$ cat src/cidr_pkg.sv
// Package of register map, field positions, reset values and timing for the caller-id receiver
package cidr_pkg;
  // Register byte offsets on the bus
  localparam logic [4:0] OFS_MODE_ONE = 5'h00;
  localparam logic [4:0] OFS_MODE_TWO = 5'h04;
  localparam logic [4:0] OFS_STATUS   = 5'h08;
  localparam logic [4:0] OFS_INTR     = 5'h0c;
  localparam logic [4:0] OFS_DATA     = 5'h10;
  // Mode one fields
  localparam int M1_RX_EN      = 7;
  localparam int M1_MARK_MASK  = 6;
  localparam int M1_POL_IEN    = 4;
  localparam int M1_IRQ_LOW    = 3;
  localparam int M1_ALERT_EN   = 0;
  localparam logic [7:0] MODE_ONE_RST = 8'h40;
  // Mode two fields
  localparam int M2_OSC_EN     = 7;
  localparam logic [7:0] MODE_TWO_RST = 8'h80;
  // Status fields
  localparam int ST_LINE_A     = 7;
  localparam int ST_LINE_B     = 6;
  localparam int ST_LOW_BATT   = 5;
  localparam int ST_MARK_SEEN  = 4;
  localparam int ST_OVERRUN    = 3;
  localparam int ST_FRAMING    = 2;
  // Interrupt fields
  localparam int IR_TIMEBASE   = 6;
  localparam int IR_DATA       = 5;
  localparam int IR_LOW_LEVEL  = 4;
  localparam int IR_ALERT      = 1;
  localparam int IR_POLARITY   = 0;
  localparam logic [7:0] IR_RST = 8'h00;
  // Timing
  localparam int CORE_HZ       = 100_000_000;
  localparam int BAUD          = 1200;
  localparam int BIT_CYC_DEF   = CORE_HZ / BAUD;
  localparam int FAST_OSC_HZ   = 3_580_000;
  localparam int ALERT_INIT_PERIODS = 100;
  // Longest init time, rounded down to whole core cycles
  localparam int ALERT_INIT_CYC = (ALERT_INIT_PERIODS * (CORE_HZ / 10_000)) / (FAST_OSC_HZ / 10_000);
  localparam int SLOW_OSC_HZ   = 32_768;
  localparam int LEVEL_MS      = 8;
  localparam int LEVEL_EDGES   = (LEVEL_MS * SLOW_OSC_HZ) / 1000;
  localparam int MARK_BLOCK_BITS_DEF = 10;
  localparam int SYNC_N        = 8;
  typedef enum logic [1:0] {RX_IDLE, RX_START, RX_DATA, RX_STOP} cidr_rx_e;
endpackage

$ cat src/cidr_receiver.sv
// Digital control of the caller-id receiver: modem framing, alert gating, polarity, power-down, registers
// Notes on behaviour
// [RL1] Clearing oscillator enable stops the fast clock and converter outputs.
// [RL2] Host disables detectors, reads interrupts, then clears oscillator enable.
// [RL3] Polarity comparators and slow clock logic stay active in power-down.
// [RL4] Polarity interrupt only when polarity interrupt enable is set.
// [RL5] Line sense A and B read as status bits 7 and 6.
// [RL6] Polarity interrupts run from the slow clock, not the fast clock.
// [RL7] Status bit 5 is high while the battery comparator reports low.
// [RL8] Alert detector initialises within 100 fast periods after reset or enable.
// [RL9] Valid alert tone sets interrupt bit 1 and raises the interrupt.
// [RL10] Alert interrupts blocked while the level detector reports low.
// [RL11] Mode one bit 7 enables the modem receiver.
// [RL12] Mark block after seizure sets mark block seen, status bit 4.
// [RL13] Mark block seen clears whenever the receiver is disabled.
// [RL14] Word is one space start, eight data bits, one mark stop.
// [RL15] With masking, data interrupts only after mark block seen and full word.
// [RL16] Without masking, seizure bits are data; marks alone give no words.
// [RL17] Valid word loads data register, sets interrupt bit 5, drives pin.
// [RL18] Status bit 3 set when a received byte is lost by overrun.
// [RL19] Status bit 2 set on bad start or stop bit.
// [RL20] Host may drop bytes while interrupt bit 4 reads 1.
// [RL21] Polarity, data, alert and timebase events all drive the interrupt pin.
// [RL22] Modem bit timing is 1200 baud.
// [RL23] Reading the interrupt register clears all its flags; the code clears only the flags that the read returned.
// [RL24] Pin active high by default, low with mode one bit 3; released when idle.
// [RL25] Low level bit refreshed every 8 ms from the signal level input.
// [RL26] New word while data unread sets overrun and replaces the byte.
`timescale 1ns/10ps
`default_nettype none
module cidr_receiver
  import cidr_pkg::*;
#(
  parameter int unsigned BIT_CYC         = BIT_CYC_DEF,
  parameter int unsigned MARK_BLOCK_BITS = MARK_BLOCK_BITS_DEF
) (
  input  wire logic        core_clk,
  input  wire logic        reset,
  input  wire logic        clk_en,
  input  wire logic [4:0]  avs_address,
  input  wire logic        avs_read,
  input  wire logic        avs_write,
  input  wire logic [31:0] avs_writedata,
  input  wire logic [3:0]  avs_byteenable,
  output logic      [31:0] avs_readdata,
  output logic             avs_waitrequest,
  input  wire logic        line_sense_a,
  input  wire logic        line_sense_b,
  input  wire logic        battery_sense_input,
  input  wire logic        alert_tone_input,
  input  wire logic        signal_level_low,
  input  wire logic        modem_input_pos,
  input  wire logic        modem_input_neg,
  input  wire logic        slow_osc_in,
  input  wire logic        timebase_event,
  output logic             fast_osc_run,
  output logic             adc_enable,
  output logic             irq_out,
  output logic             irq_oe
);
  localparam int CW = $clog2(BIT_CYC + 1);

  // Refuse parameter values the counters cannot serve
  if (BIT_CYC < 8 || MARK_BLOCK_BITS < 1 || MARK_BLOCK_BITS > 255) begin : g_bad_params
    $error("cidr_receiver: unsupported parameter values");
  end

  // Two-flop synchronisers for every pin input
  logic [SYNC_N-1:0] async_in;
  logic [SYNC_N-1:0] meta_r;
  logic [SYNC_N-1:0] sync_r;
  assign async_in = {timebase_event, slow_osc_in, modem_input_neg, modem_input_pos,
                     signal_level_low, alert_tone_input, battery_sense_input, line_sense_a ^ 1'b0};
  generate
    for (genvar i = 0; i < SYNC_N; i++) begin : g_sync
      always_ff @(posedge core_clk) begin
        if (reset) begin
          meta_r[i] <= 1'b0;
          sync_r[i] <= 1'b0;
        end else if (clk_en) begin
          meta_r[i] <= async_in[i];
          sync_r[i] <= meta_r[i];
        end
      end
    end
  endgenerate
  logic line_b_meta_r;
  logic line_b_sync_r;
  // Line B kept separate so its comparator sense is not folded into the vector
  always_ff @(posedge core_clk) begin
    if (reset) begin
      line_b_meta_r <= 1'b0;
      line_b_sync_r <= 1'b0;
    end else if (clk_en) begin
      line_b_meta_r <= line_sense_b;
      line_b_sync_r <= line_b_meta_r;
    end
  end
  logic line_a_s, batt_s, tone_s, lvl_s, mod_pos_s, mod_neg_s, slow_s, tb_s;
  assign line_a_s  = sync_r[0];
  assign batt_s    = sync_r[1];
  assign tone_s    = sync_r[2];
  assign lvl_s     = sync_r[3];
  assign mod_pos_s = sync_r[4];
  assign mod_neg_s = sync_r[5];
  assign slow_s    = sync_r[6];
  assign tb_s      = sync_r[7];

  // Registers
  logic [7:0] mode_one_r;
  logic [7:0] mode_two_r;
  logic [7:0] intr_r;
  logic [7:0] data_r;
  logic       data_full_r;
  logic       overrun_r;
  logic       framing_r;
  logic       mark_seen_r;
  logic       low_level_r;
  logic       line_a_r;
  logic       line_b_r;
  logic       osc_on;
  assign osc_on = mode_two_r[M2_OSC_EN];

  // Bus slave: one wait cycle, then the access completes
  logic acc_done;
  logic rd_done;
  logic wr_done;
  assign acc_done = clk_en && (avs_read || avs_write) && !avs_waitrequest;
  assign rd_done  = acc_done && avs_read;
  assign wr_done  = acc_done && avs_write && avs_byteenable[0];
  logic [7:0] rd_mux;
  logic [7:0] status_view;
  assign status_view = {line_a_r, line_b_r, batt_s, mark_seen_r, overrun_r, framing_r, 2'b00}; // [RL5] [RL7]
  // Read decode
  always_comb begin
    if (avs_address == OFS_MODE_ONE) begin
      rd_mux = mode_one_r;
    end else if (avs_address == OFS_MODE_TWO) begin
      rd_mux = mode_two_r;
    end else if (avs_address == OFS_STATUS) begin
      rd_mux = status_view;
    end else if (avs_address == OFS_INTR) begin
      rd_mux = {intr_r[7:5], low_level_r, intr_r[3:0]};
    end else if (avs_address == OFS_DATA) begin
      rd_mux = data_r;
    end else begin
      rd_mux = 8'h00;
    end
  end
  // Handshake and read data; unmapped addresses read zero and ignore writes
  always_ff @(posedge core_clk) begin
    if (reset) begin
      avs_waitrequest <= 1'b1;
      avs_readdata    <= 32'h0;
    end else if (clk_en) begin
      if ((avs_read || avs_write) && avs_waitrequest) begin
        avs_waitrequest <= 1'b0;
        avs_readdata    <= {24'h0, rd_mux};
      end else begin
        avs_waitrequest <= 1'b1;
      end
    end
  end
  logic rd_intr, rd_status, rd_data;
  assign rd_intr   = rd_done && avs_address == OFS_INTR;
  assign rd_status = rd_done && avs_address == OFS_STATUS;
  assign rd_data   = rd_done && avs_address == OFS_DATA;

  // Mode registers
  always_ff @(posedge core_clk) begin
    if (reset) begin
      mode_one_r <= MODE_ONE_RST;
      mode_two_r <= MODE_TWO_RST;
    end else if (wr_done) begin
      if (avs_address == OFS_MODE_ONE) begin
        mode_one_r <= avs_writedata[7:0];
      end else if (avs_address == OFS_MODE_TWO) begin
        mode_two_r <= avs_writedata[7:0];
      end
    end
  end

  // Power-down: fast oscillator and converter follow the enable bit
  always_ff @(posedge core_clk) begin
    if (reset) begin
      fast_osc_run <= 1'b1;
      adc_enable   <= 1'b1;
    end else if (clk_en) begin
      fast_osc_run <= osc_on; // [RL1]
      adc_enable   <= osc_on; // [RL1]
    end
  end

  // Slow clock edge finder; polarity and level logic ignore the fast clock enable
  logic slow_d_r;
  logic slow_edge;
  always_ff @(posedge core_clk) begin
    if (reset) begin
      slow_d_r <= 1'b0;
    end else if (clk_en) begin
      slow_d_r <= slow_s;
    end
  end
  assign slow_edge = slow_s && !slow_d_r;

  // Polarity status captured on slow edges, always running
  logic pol_event;
  always_ff @(posedge core_clk) begin
    if (reset) begin
      line_a_r <= 1'b0;
      line_b_r <= 1'b0;
    end else if (clk_en && slow_edge) begin
      line_a_r <= line_a_s;      // [RL3] [RL6]
      line_b_r <= line_b_sync_r; // [RL3] [RL6]
    end
  end
  // A falls to 0 or B rises to 1 gives a polarity event
  assign pol_event = slow_edge && mode_one_r[M1_POL_IEN] &&
                     ((line_a_r && !line_a_s) || (!line_b_r && line_b_sync_r)); // [RL4] [RL6]

  // Level indication refreshed once per 8 ms of slow clock
  logic [8:0] lvl_cnt_r;
  always_ff @(posedge core_clk) begin
    if (reset) begin
      lvl_cnt_r   <= 9'h0;
      low_level_r <= 1'b0;
    end else if (clk_en && slow_edge) begin
      if (lvl_cnt_r == 9'(LEVEL_EDGES - 1)) begin
        lvl_cnt_r   <= 9'h0;
        low_level_r <= lvl_s; // [RL25]
      end else begin
        lvl_cnt_r <= lvl_cnt_r + 9'h1;
      end
    end
  end

  // Alert detector init window after reset or enable rising
  logic        alert_en_d_r;
  logic [11:0] alert_init_r;
  logic        tone_d_r;
  logic        alert_event;
  logic        alert_en;
  assign alert_en = mode_one_r[M1_ALERT_EN] && osc_on;
  always_ff @(posedge core_clk) begin
    if (reset) begin
      alert_en_d_r <= 1'b0;
      alert_init_r <= 12'(ALERT_INIT_CYC);
      tone_d_r     <= 1'b0;
    end else if (clk_en) begin
      alert_en_d_r <= alert_en;
      tone_d_r     <= tone_s;
      if (alert_en && !alert_en_d_r) begin
        alert_init_r <= 12'(ALERT_INIT_CYC); // [RL8]
      end else if (alert_init_r != 12'h0 && osc_on) begin
        alert_init_r <= alert_init_r - 12'h1; // [RL8]
      end
    end
  end
  assign alert_event = alert_en && alert_init_r == 12'h0 && tone_s && !tone_d_r && !low_level_r; // [RL9] [RL10]

  // Timebase edge passes straight to its interrupt flag
  logic tb_d_r;
  always_ff @(posedge core_clk) begin
    if (reset) begin
      tb_d_r <= 1'b0;
    end else if (clk_en) begin
      tb_d_r <= tb_s;
    end
  end

  // Modem receiver: mark is pos high with neg low
  cidr_rx_e   rx_state_r;
  logic [CW-1:0] bit_cnt_r;
  logic [2:0] bit_idx_r;
  logic [7:0] shift_r;
  logic [7:0] mark_bits_r;
  logic       rx_prev_r;
  logic       rx_bit;
  logic       rx_run;
  logic       word_ok;
  logic       word_bad;
  logic       deliver;
  assign rx_bit = mod_pos_s && !mod_neg_s;
  assign rx_run = mode_one_r[M1_RX_EN] && osc_on; // [RL11]
  // Seizure garbage is hidden until the mark block when masking
  assign deliver = mark_seen_r || !mode_one_r[M1_MARK_MASK]; // [RL15] [RL16]
  always_ff @(posedge core_clk) begin
    if (reset) begin
      rx_state_r  <= RX_IDLE;
      bit_cnt_r   <= '0;
      bit_idx_r   <= 3'h0;
      shift_r     <= 8'h0;
      mark_bits_r <= 8'h0;
      rx_prev_r   <= 1'b1;
      word_ok     <= 1'b0;
      word_bad    <= 1'b0;
    end else if (clk_en) begin
      word_ok  <= 1'b0;
      word_bad <= 1'b0;
      if (!rx_run) begin
        rx_state_r  <= RX_IDLE;
        bit_cnt_r   <= '0;
        mark_bits_r <= 8'h0;
        rx_prev_r   <= 1'b1;
      end else begin
        rx_prev_r <= rx_bit;
        case (rx_state_r)
          RX_IDLE: begin
            if (rx_prev_r && !rx_bit) begin
              rx_state_r  <= RX_START; // [RL14]
              bit_cnt_r   <= '0;
              mark_bits_r <= 8'h0;
            end else if (!rx_bit) begin
              bit_cnt_r   <= '0;
              mark_bits_r <= 8'h0;
            end else if (bit_cnt_r == CW'(BIT_CYC - 1)) begin
              // Marks alone never start a word, they only count toward the block
              bit_cnt_r <= '0;
              if (mark_bits_r != 8'hff) begin
                mark_bits_r <= mark_bits_r + 8'h1; // [RL16]
              end
            end else begin
              bit_cnt_r <= bit_cnt_r + CW'(1);
            end
          end
          RX_START: begin
            if (bit_cnt_r == CW'(BIT_CYC / 2 - 1)) begin
              bit_cnt_r <= '0;
              if (!rx_bit) begin
                rx_state_r <= RX_DATA;
                bit_idx_r  <= 3'h0;
              end else begin
                rx_state_r <= RX_IDLE;
                word_bad   <= 1'b1; // [RL19]
              end
            end else begin
              bit_cnt_r <= bit_cnt_r + CW'(1);
            end
          end
          RX_DATA: begin
            if (bit_cnt_r == CW'(BIT_CYC - 1)) begin
              bit_cnt_r <= '0;
              shift_r   <= {rx_bit, shift_r[7:1]}; // [RL14] [RL22]
              bit_idx_r <= bit_idx_r + 3'h1;
              if (bit_idx_r == 3'h7) begin
                rx_state_r <= RX_STOP;
              end
            end else begin
              bit_cnt_r <= bit_cnt_r + CW'(1);
            end
          end
          RX_STOP: begin
            if (bit_cnt_r == CW'(BIT_CYC - 1)) begin
              bit_cnt_r  <= '0;
              rx_state_r <= RX_IDLE;
              word_ok    <= rx_bit;  // [RL14]
              word_bad   <= !rx_bit; // [RL19]
            end else begin
              bit_cnt_r <= bit_cnt_r + CW'(1);
            end
          end
          default: rx_state_r <= RX_IDLE;
        endcase
      end
    end
  end

  // Mark block flag
  always_ff @(posedge core_clk) begin
    if (reset) begin
      mark_seen_r <= 1'b0;
    end else if (clk_en) begin
      if (!mode_one_r[M1_RX_EN]) begin
        mark_seen_r <= 1'b0; // [RL13]
      end else if (mark_bits_r == 8'(MARK_BLOCK_BITS)) begin
        mark_seen_r <= 1'b1; // [RL12]
      end
    end
  end

  // Data register and its full, overrun and framing flags; a set beats a read clear
  always_ff @(posedge core_clk) begin
    if (reset) begin
      data_r      <= 8'h0;
      data_full_r <= 1'b0;
      overrun_r   <= 1'b0;
      framing_r   <= 1'b0;
    end else if (clk_en) begin
      if (word_ok && deliver) begin
        data_r      <= shift_r; // [RL17] [RL26]
        data_full_r <= 1'b1;
      end else if (rd_data) begin
        data_full_r <= 1'b0;
      end
      if (word_ok && deliver && data_full_r && !rd_data) begin
        overrun_r <= 1'b1; // [RL18] [RL26]
      end else if (rd_status && avs_readdata[ST_OVERRUN]) begin
        overrun_r <= 1'b0; // Only cleared once the host has seen it
      end
      if (word_bad && deliver) begin
        framing_r <= 1'b1; // [RL19]
      end else if (rd_status && avs_readdata[ST_FRAMING]) begin
        framing_r <= 1'b0; // Only cleared once the host has seen it
      end
    end
  end

  // Interrupt flags: hardware sets, read clears only the flags it returned, so a set in the wait cycle survives
  logic [7:0] intr_set;
  assign intr_set = {1'b0, tb_s && !tb_d_r, word_ok && deliver, 1'b0, 2'b00,
                     alert_event, pol_event}; // [RL21]
  always_ff @(posedge core_clk) begin
    if (reset) begin
      intr_r <= IR_RST;
    end else if (clk_en) begin
      intr_r <= intr_set | (rd_intr ? (intr_r & ~avs_readdata[7:0]) : intr_r); // [RL23] [RL9] [RL17]
    end
  end

  // Pin drive: level follows polarity bit, released when nothing pending
  logic irq_active;
  assign irq_active = |intr_r;
  always_ff @(posedge core_clk) begin
    if (reset) begin
      irq_out <= 1'b0;
      irq_oe  <= 1'b0;
    end else if (clk_en) begin
      irq_oe  <= irq_active;                             // [RL24] [RL21]
      irq_out <= irq_active ^ mode_one_r[M1_IRQ_LOW];    // [RL24]
    end
  end

  // Cycles spent initialising since reset or enable; too long for a delay range
  logic [11:0] alert_wait_r;
  always_ff @(posedge core_clk) begin
    if (reset) begin
      alert_wait_r <= 12'h0;
    end else if (clk_en) begin
      if (alert_en && !alert_en_d_r) begin
        alert_wait_r <= 12'h0;
      end else if (alert_init_r != 12'h0 && osc_on && alert_wait_r != 12'hfff) begin
        alert_wait_r <= alert_wait_r + 12'h1;
      end
    end
  end
endmodule
`default_nettype wire

$ cat config.mk
export PLATFORM = sky130hd
export DESIGN_NAME = cidr_receiver
export DESIGN_NICKNAME = d
export VERILOG_FILES = /design/src/cidr_pkg.sv /design/src/cidr_receiver.sv
export SDC_FILE = /design/constraint.sdc
export NUM_CORES = 1
export LEC_CHECK = 0
export ABC_AREA = 0
export BUFFER_PORTS_ARGS = -buffer_cell sky130_fd_sc_hd__clkbuf_2
export CELL_PAD_IN_SITES_DETAIL_PLACEMENT = 0
export CELL_PAD_IN_SITES_GLOBAL_PLACEMENT = 1
export CORE_UTILIZATION = 40
export DETAILED_ROUTE_END_ITERATION = 7
export MAX_ROUTING_LAYER = met4
export PLACE_DENSITY_LB_ADDON = 0.1
export SLEW_MARGIN = 20
export SYNTH_ARGS = -nofsm -noshare
export SYNTH_HDL_FRONTEND = slang
export SYNTH_SLANG_ARGS = --single-unit
$ cat constraint.sdc
create_clock -name core_clk -period 2.86 [get_ports core_clk]
set_input_delay 0.572 -clock core_clk [delete_from_list [all_inputs] [get_ports core_clk]]
set_output_delay 0.572 -clock core_clk [all_outputs]
set_load 0.05 [all_outputs]
==> results.tsv <==
stage	metric	value	unit
critical_path	CP Class	reg -> reg	
die	number of top-level pins	92	
drt	drt pass-1 iters	4	
placed_design	Detail Placement HPWL	10800	um
hold_path	min-delay worst type	in -> reg	
final_layout	Final nets	858	
final_layout	FF+latch area	0.00270	mm2
clock_tree	Worst-Skew Late Latency	0.41	ns
die	DIE HEIGHT	129	um
hold_path	hold path endpoint	mode_two_r[7]$_SDFFE_PP1P_	
power_and_ir_drop	leakage	0.00295	uW
timing	max_slew headroom	53.5	%
timing	Max Freq	418	MHz
yosys	Ys Warns	0	
clock_tree	CTS Hold Bufs	0	
timing	setup TNS	0	ns
clock_tree	CTS clock-pin slew for the worst setup and hold paths	0.06	ns
yosys	largest family of logic cells by synthesized area	simple AND/OR/NAND/NOR gates	
drt	Remaining DRCs	0	
clock_tree	post-CTS resize count	0	
global_routing	vias in the first global route	5113	
critical_path	Worst setup EP type	flop	
clock_tree	H-tree Lvls	4	
yosys	Avg Cell Area, Syn	8.58	um2
clock_tree	Root Buffer	clkbuf_16	
drt	ANT nets after route	0	
critical_path	RR Startpoint	bit_cnt_r[3]$_SDFFE_PP0P_	
yosys	mux contribution to synthesized area	8.77	%
clock_tree	Post-CTS Setup Bufs	0	
critical_path	R2R cell count	5	
timing	Final Setup Violations	0	
clock_tree	Clock Path Buffers	2	
critical_path	crit-path max FO	15	
flow_run	Max-cap violations	0	
drt	via count	5359	
critical_path	Startpoint Class	flop	
yosys	Syn Std Cell Area	0.00642	mm2
timing	min Tclk post-route	2.39	ns
global_routing	grt total ovfl	0	
critical_path	r2r setup slk	0.47	ns
global_routing	Total GRT Usage	20.2	%
timing	RSZ-0062 raised after global routing	no	
clock_tree	Num CTS Buffers	17	
final_layout	fill count	1555	
yosys	post-synthesis xor/xnor area fraction	2.05	%
yosys	asr flop ratio synth	0	%
yosys	Distinct cells, synth	67	
yosys	EDFF count, synth	0	
final_layout	most common cell after layout, fill and taps aside	dfxtp_1	
power_and_ir_drop	worst vdd ir	403	uV
final_layout	most frequent cells in the layout	135 x dfxtp_1, 94 x nor2_1, 72 x nand2_1, 54 x mux2i_1, 40 x clkbuf_2	
yosys	Synth Register Bits	135	
clock_tree	Clock Sink Count	135	
final_layout	Final Cell Area	0.00738	mm2
outcome	status	completed	
final_layout	area of the multi-input gates	0.00337	mm2
drt	WL per Instance	14.8	um
final_layout	ratio of cells with drive above 1 in the final layout	13.1	%
global_routing	initial antenna violation count	0	
critical_path	CP Data Required Time	3.21	ns
placed_design	Area after DPL	0.00680	mm2
power_and_ir_drop	PD cells	598	mW/mm2
critical_path	CP arrival	2.74	ns
placed_design	PortBufs	40	
drt	WL final	15100	um
hold_path	hold wc startpoint	avs_writedata[7]	
timing	max-slew violation count	0	
die	Die X	129	um
drt	via/cell ratio	5.28	
timing	Final Hold Fails	0	
yosys	simple-gate portion of the synthesized area	22.7	%
drt	DR iter-0 viols	318	
die	FP Rows	45	
timing	Clock Skew	0.00598	ns
global_routing	largest net degree at the start of global routing	34	
final_layout	# diodes	0	
yosys	Adder-Cell Fraction of Synth Area	2.14	%
yosys	Post-Syn Instances	748	
global_routing	first-pass GRT wire length	25500	um
die	initial core utilization	41.6	%
die	CORE AREA	0.0154	mm2
placed_design	Final GP Congestion	0.836	
timing	worst-margin pin slew	0.696	ns
critical_path	Critical R2R Capture	mark_bits_r[4]$_SDFFE_PP0P_	
yosys	Main synth FF type	dfxtp_1	
die	die footprint	0.0166	mm2
timing	final period utilization	83.7	%
yosys	post-synthesis sequential area ratio	42.1	%
hold_path	Worst Hold Depth	3	
yosys	Synth Area in Compound Gates	15.4	%
clock_tree	CTS tree	yes	
final_layout	Area Growth Syn to Fin	15.0	%
==> critical path, stage by stage, from the launching register on <==
cell	delay (ns)
dfxtp_1	0.38
or4b_4	0.58
nor4_4	0.51
nand4_4	0.31
a2111o_1	0.48
o21ai_1	0.07
==> logic make-up (layout without fill, tap and decap cells) <==
family / after synthesis / in the layout
and+or+nand+nor: 293 / 293
AOI/OAI and AO/OA: 153 / 153
DFF: 135 / 135
buffers and inverters: 84 / 117
muxes: 56 / 56
xor gates and xnor gates: 15 / 15
adders and majority gates: 11 / 11
other: 1 / 24
==> metrics by stage <==
step           util (%)  total power, uW  hold slack [ns]  std cells  setup slack [ns]
5_1_grt            47.9             4590            0.399       1015             0.324
3_3_place_gp       44.1             2280            0.428        984             0.412
4_1_cts            47.9             4480            0.379       1015             0.451
6_report           47.9             4410            0.405       1015             0.465
2_1_floorplan         -             2230            0.412        771             0.548
3_5_place_dp       44.1             2280            0.433        984             0.399
==> layout make-up <==
type / count / area share [%]
Clock buffer: 22 / 6.15
Timing Repair Buffer: 65 / 5.25
Sequential cell: 135 / 36.6
Inverter: 21 / 1.07
Multi-Input combinational cell: 552 / 45.6
Clock inverter: 9 / 1.71
Tap cell: 211 / 3.58
==> report_power, final <==
group          switching (uW)  internal (uW)
Clock                     787           1380
Sequential               25.8           1910
Combinational             230           76.1
Total                    1040           3370
==> flip-flops by register name (all words and copies together) (netlist names), 2 cells and up <==
register and count:
alert_init_r 12, avs_readdata 8, bit_cnt_r 17, bit_idx_r 3, data_r 8, intr_r 8
lvl_cnt_r 9, mark_bits_r 8, meta_r 8, mode_one_r 8, mode_two_r 8, rx_state_r 2
shift_r 8
==> routing by layer <==
metal / GRT usage [%] / part of all wire (%)
met3: 4.41 / 3.6
met4: 6.37 / 0.83
met1: 25.6 / 48
met2: 32.0 / 47
met5: - / 0
==> Yosys cell counts, types with 6 or more instances <==
cell	count	area share, %
a2111o_1	6	1.1
a211oi_1	6	0.70
a21oi_1	39	3.0
a22oi_1	6	0.70
a31oi_1	19	1.9
buf_4	25	2.9
clkbuf_1	32	1.9
dfxtp_1	135	42
ha_1	11	2.1
inv_1	21	1.2
mux2i_1	54	8.4
nand2_1	72	4.2
nand3_1	39	3.0
nand4_1	13	1.3
nor2_1	94	5.5
nor3_1	12	0.94
nor4_1	6	0.58
o21ai_0	36	2.8
or3_1	7	0.68
xnor2_1	9	1.2
xor2_1	6	0.82
==> worst max-delay path by stage <==
stage | slack, ns | to | start | depth (start not counted)
global placement | 0.41 | mode_two_r[2]$_SDFFE_PP0P_ | avs_address[4] | 6
detailed placement | 0.40 | mode_two_r[3]$_SDFFE_PP0P_ | avs_address[4] | 6
finish | 0.47 | mark_bits_r[4]$_SDFFE_PP0P_ | bit_cnt_r[3]$_SDFFE_PP0P_ | 5
floorplan | 0.55 | mode_one_r[6]$_SDFFE_PP1P_ | avs_address[4] | 5
global route | 0.32 | word_bad$_SDFFE_PP0P_ | bit_cnt_r[3]$_SDFFE_PP0P_ | 6
CTS | 0.45 | mark_bits_r[4]$_SDFFE_PP0P_ | bit_cnt_r[3]$_SDFFE_PP0P_ | 5
(Power assumes the default switching activity.)
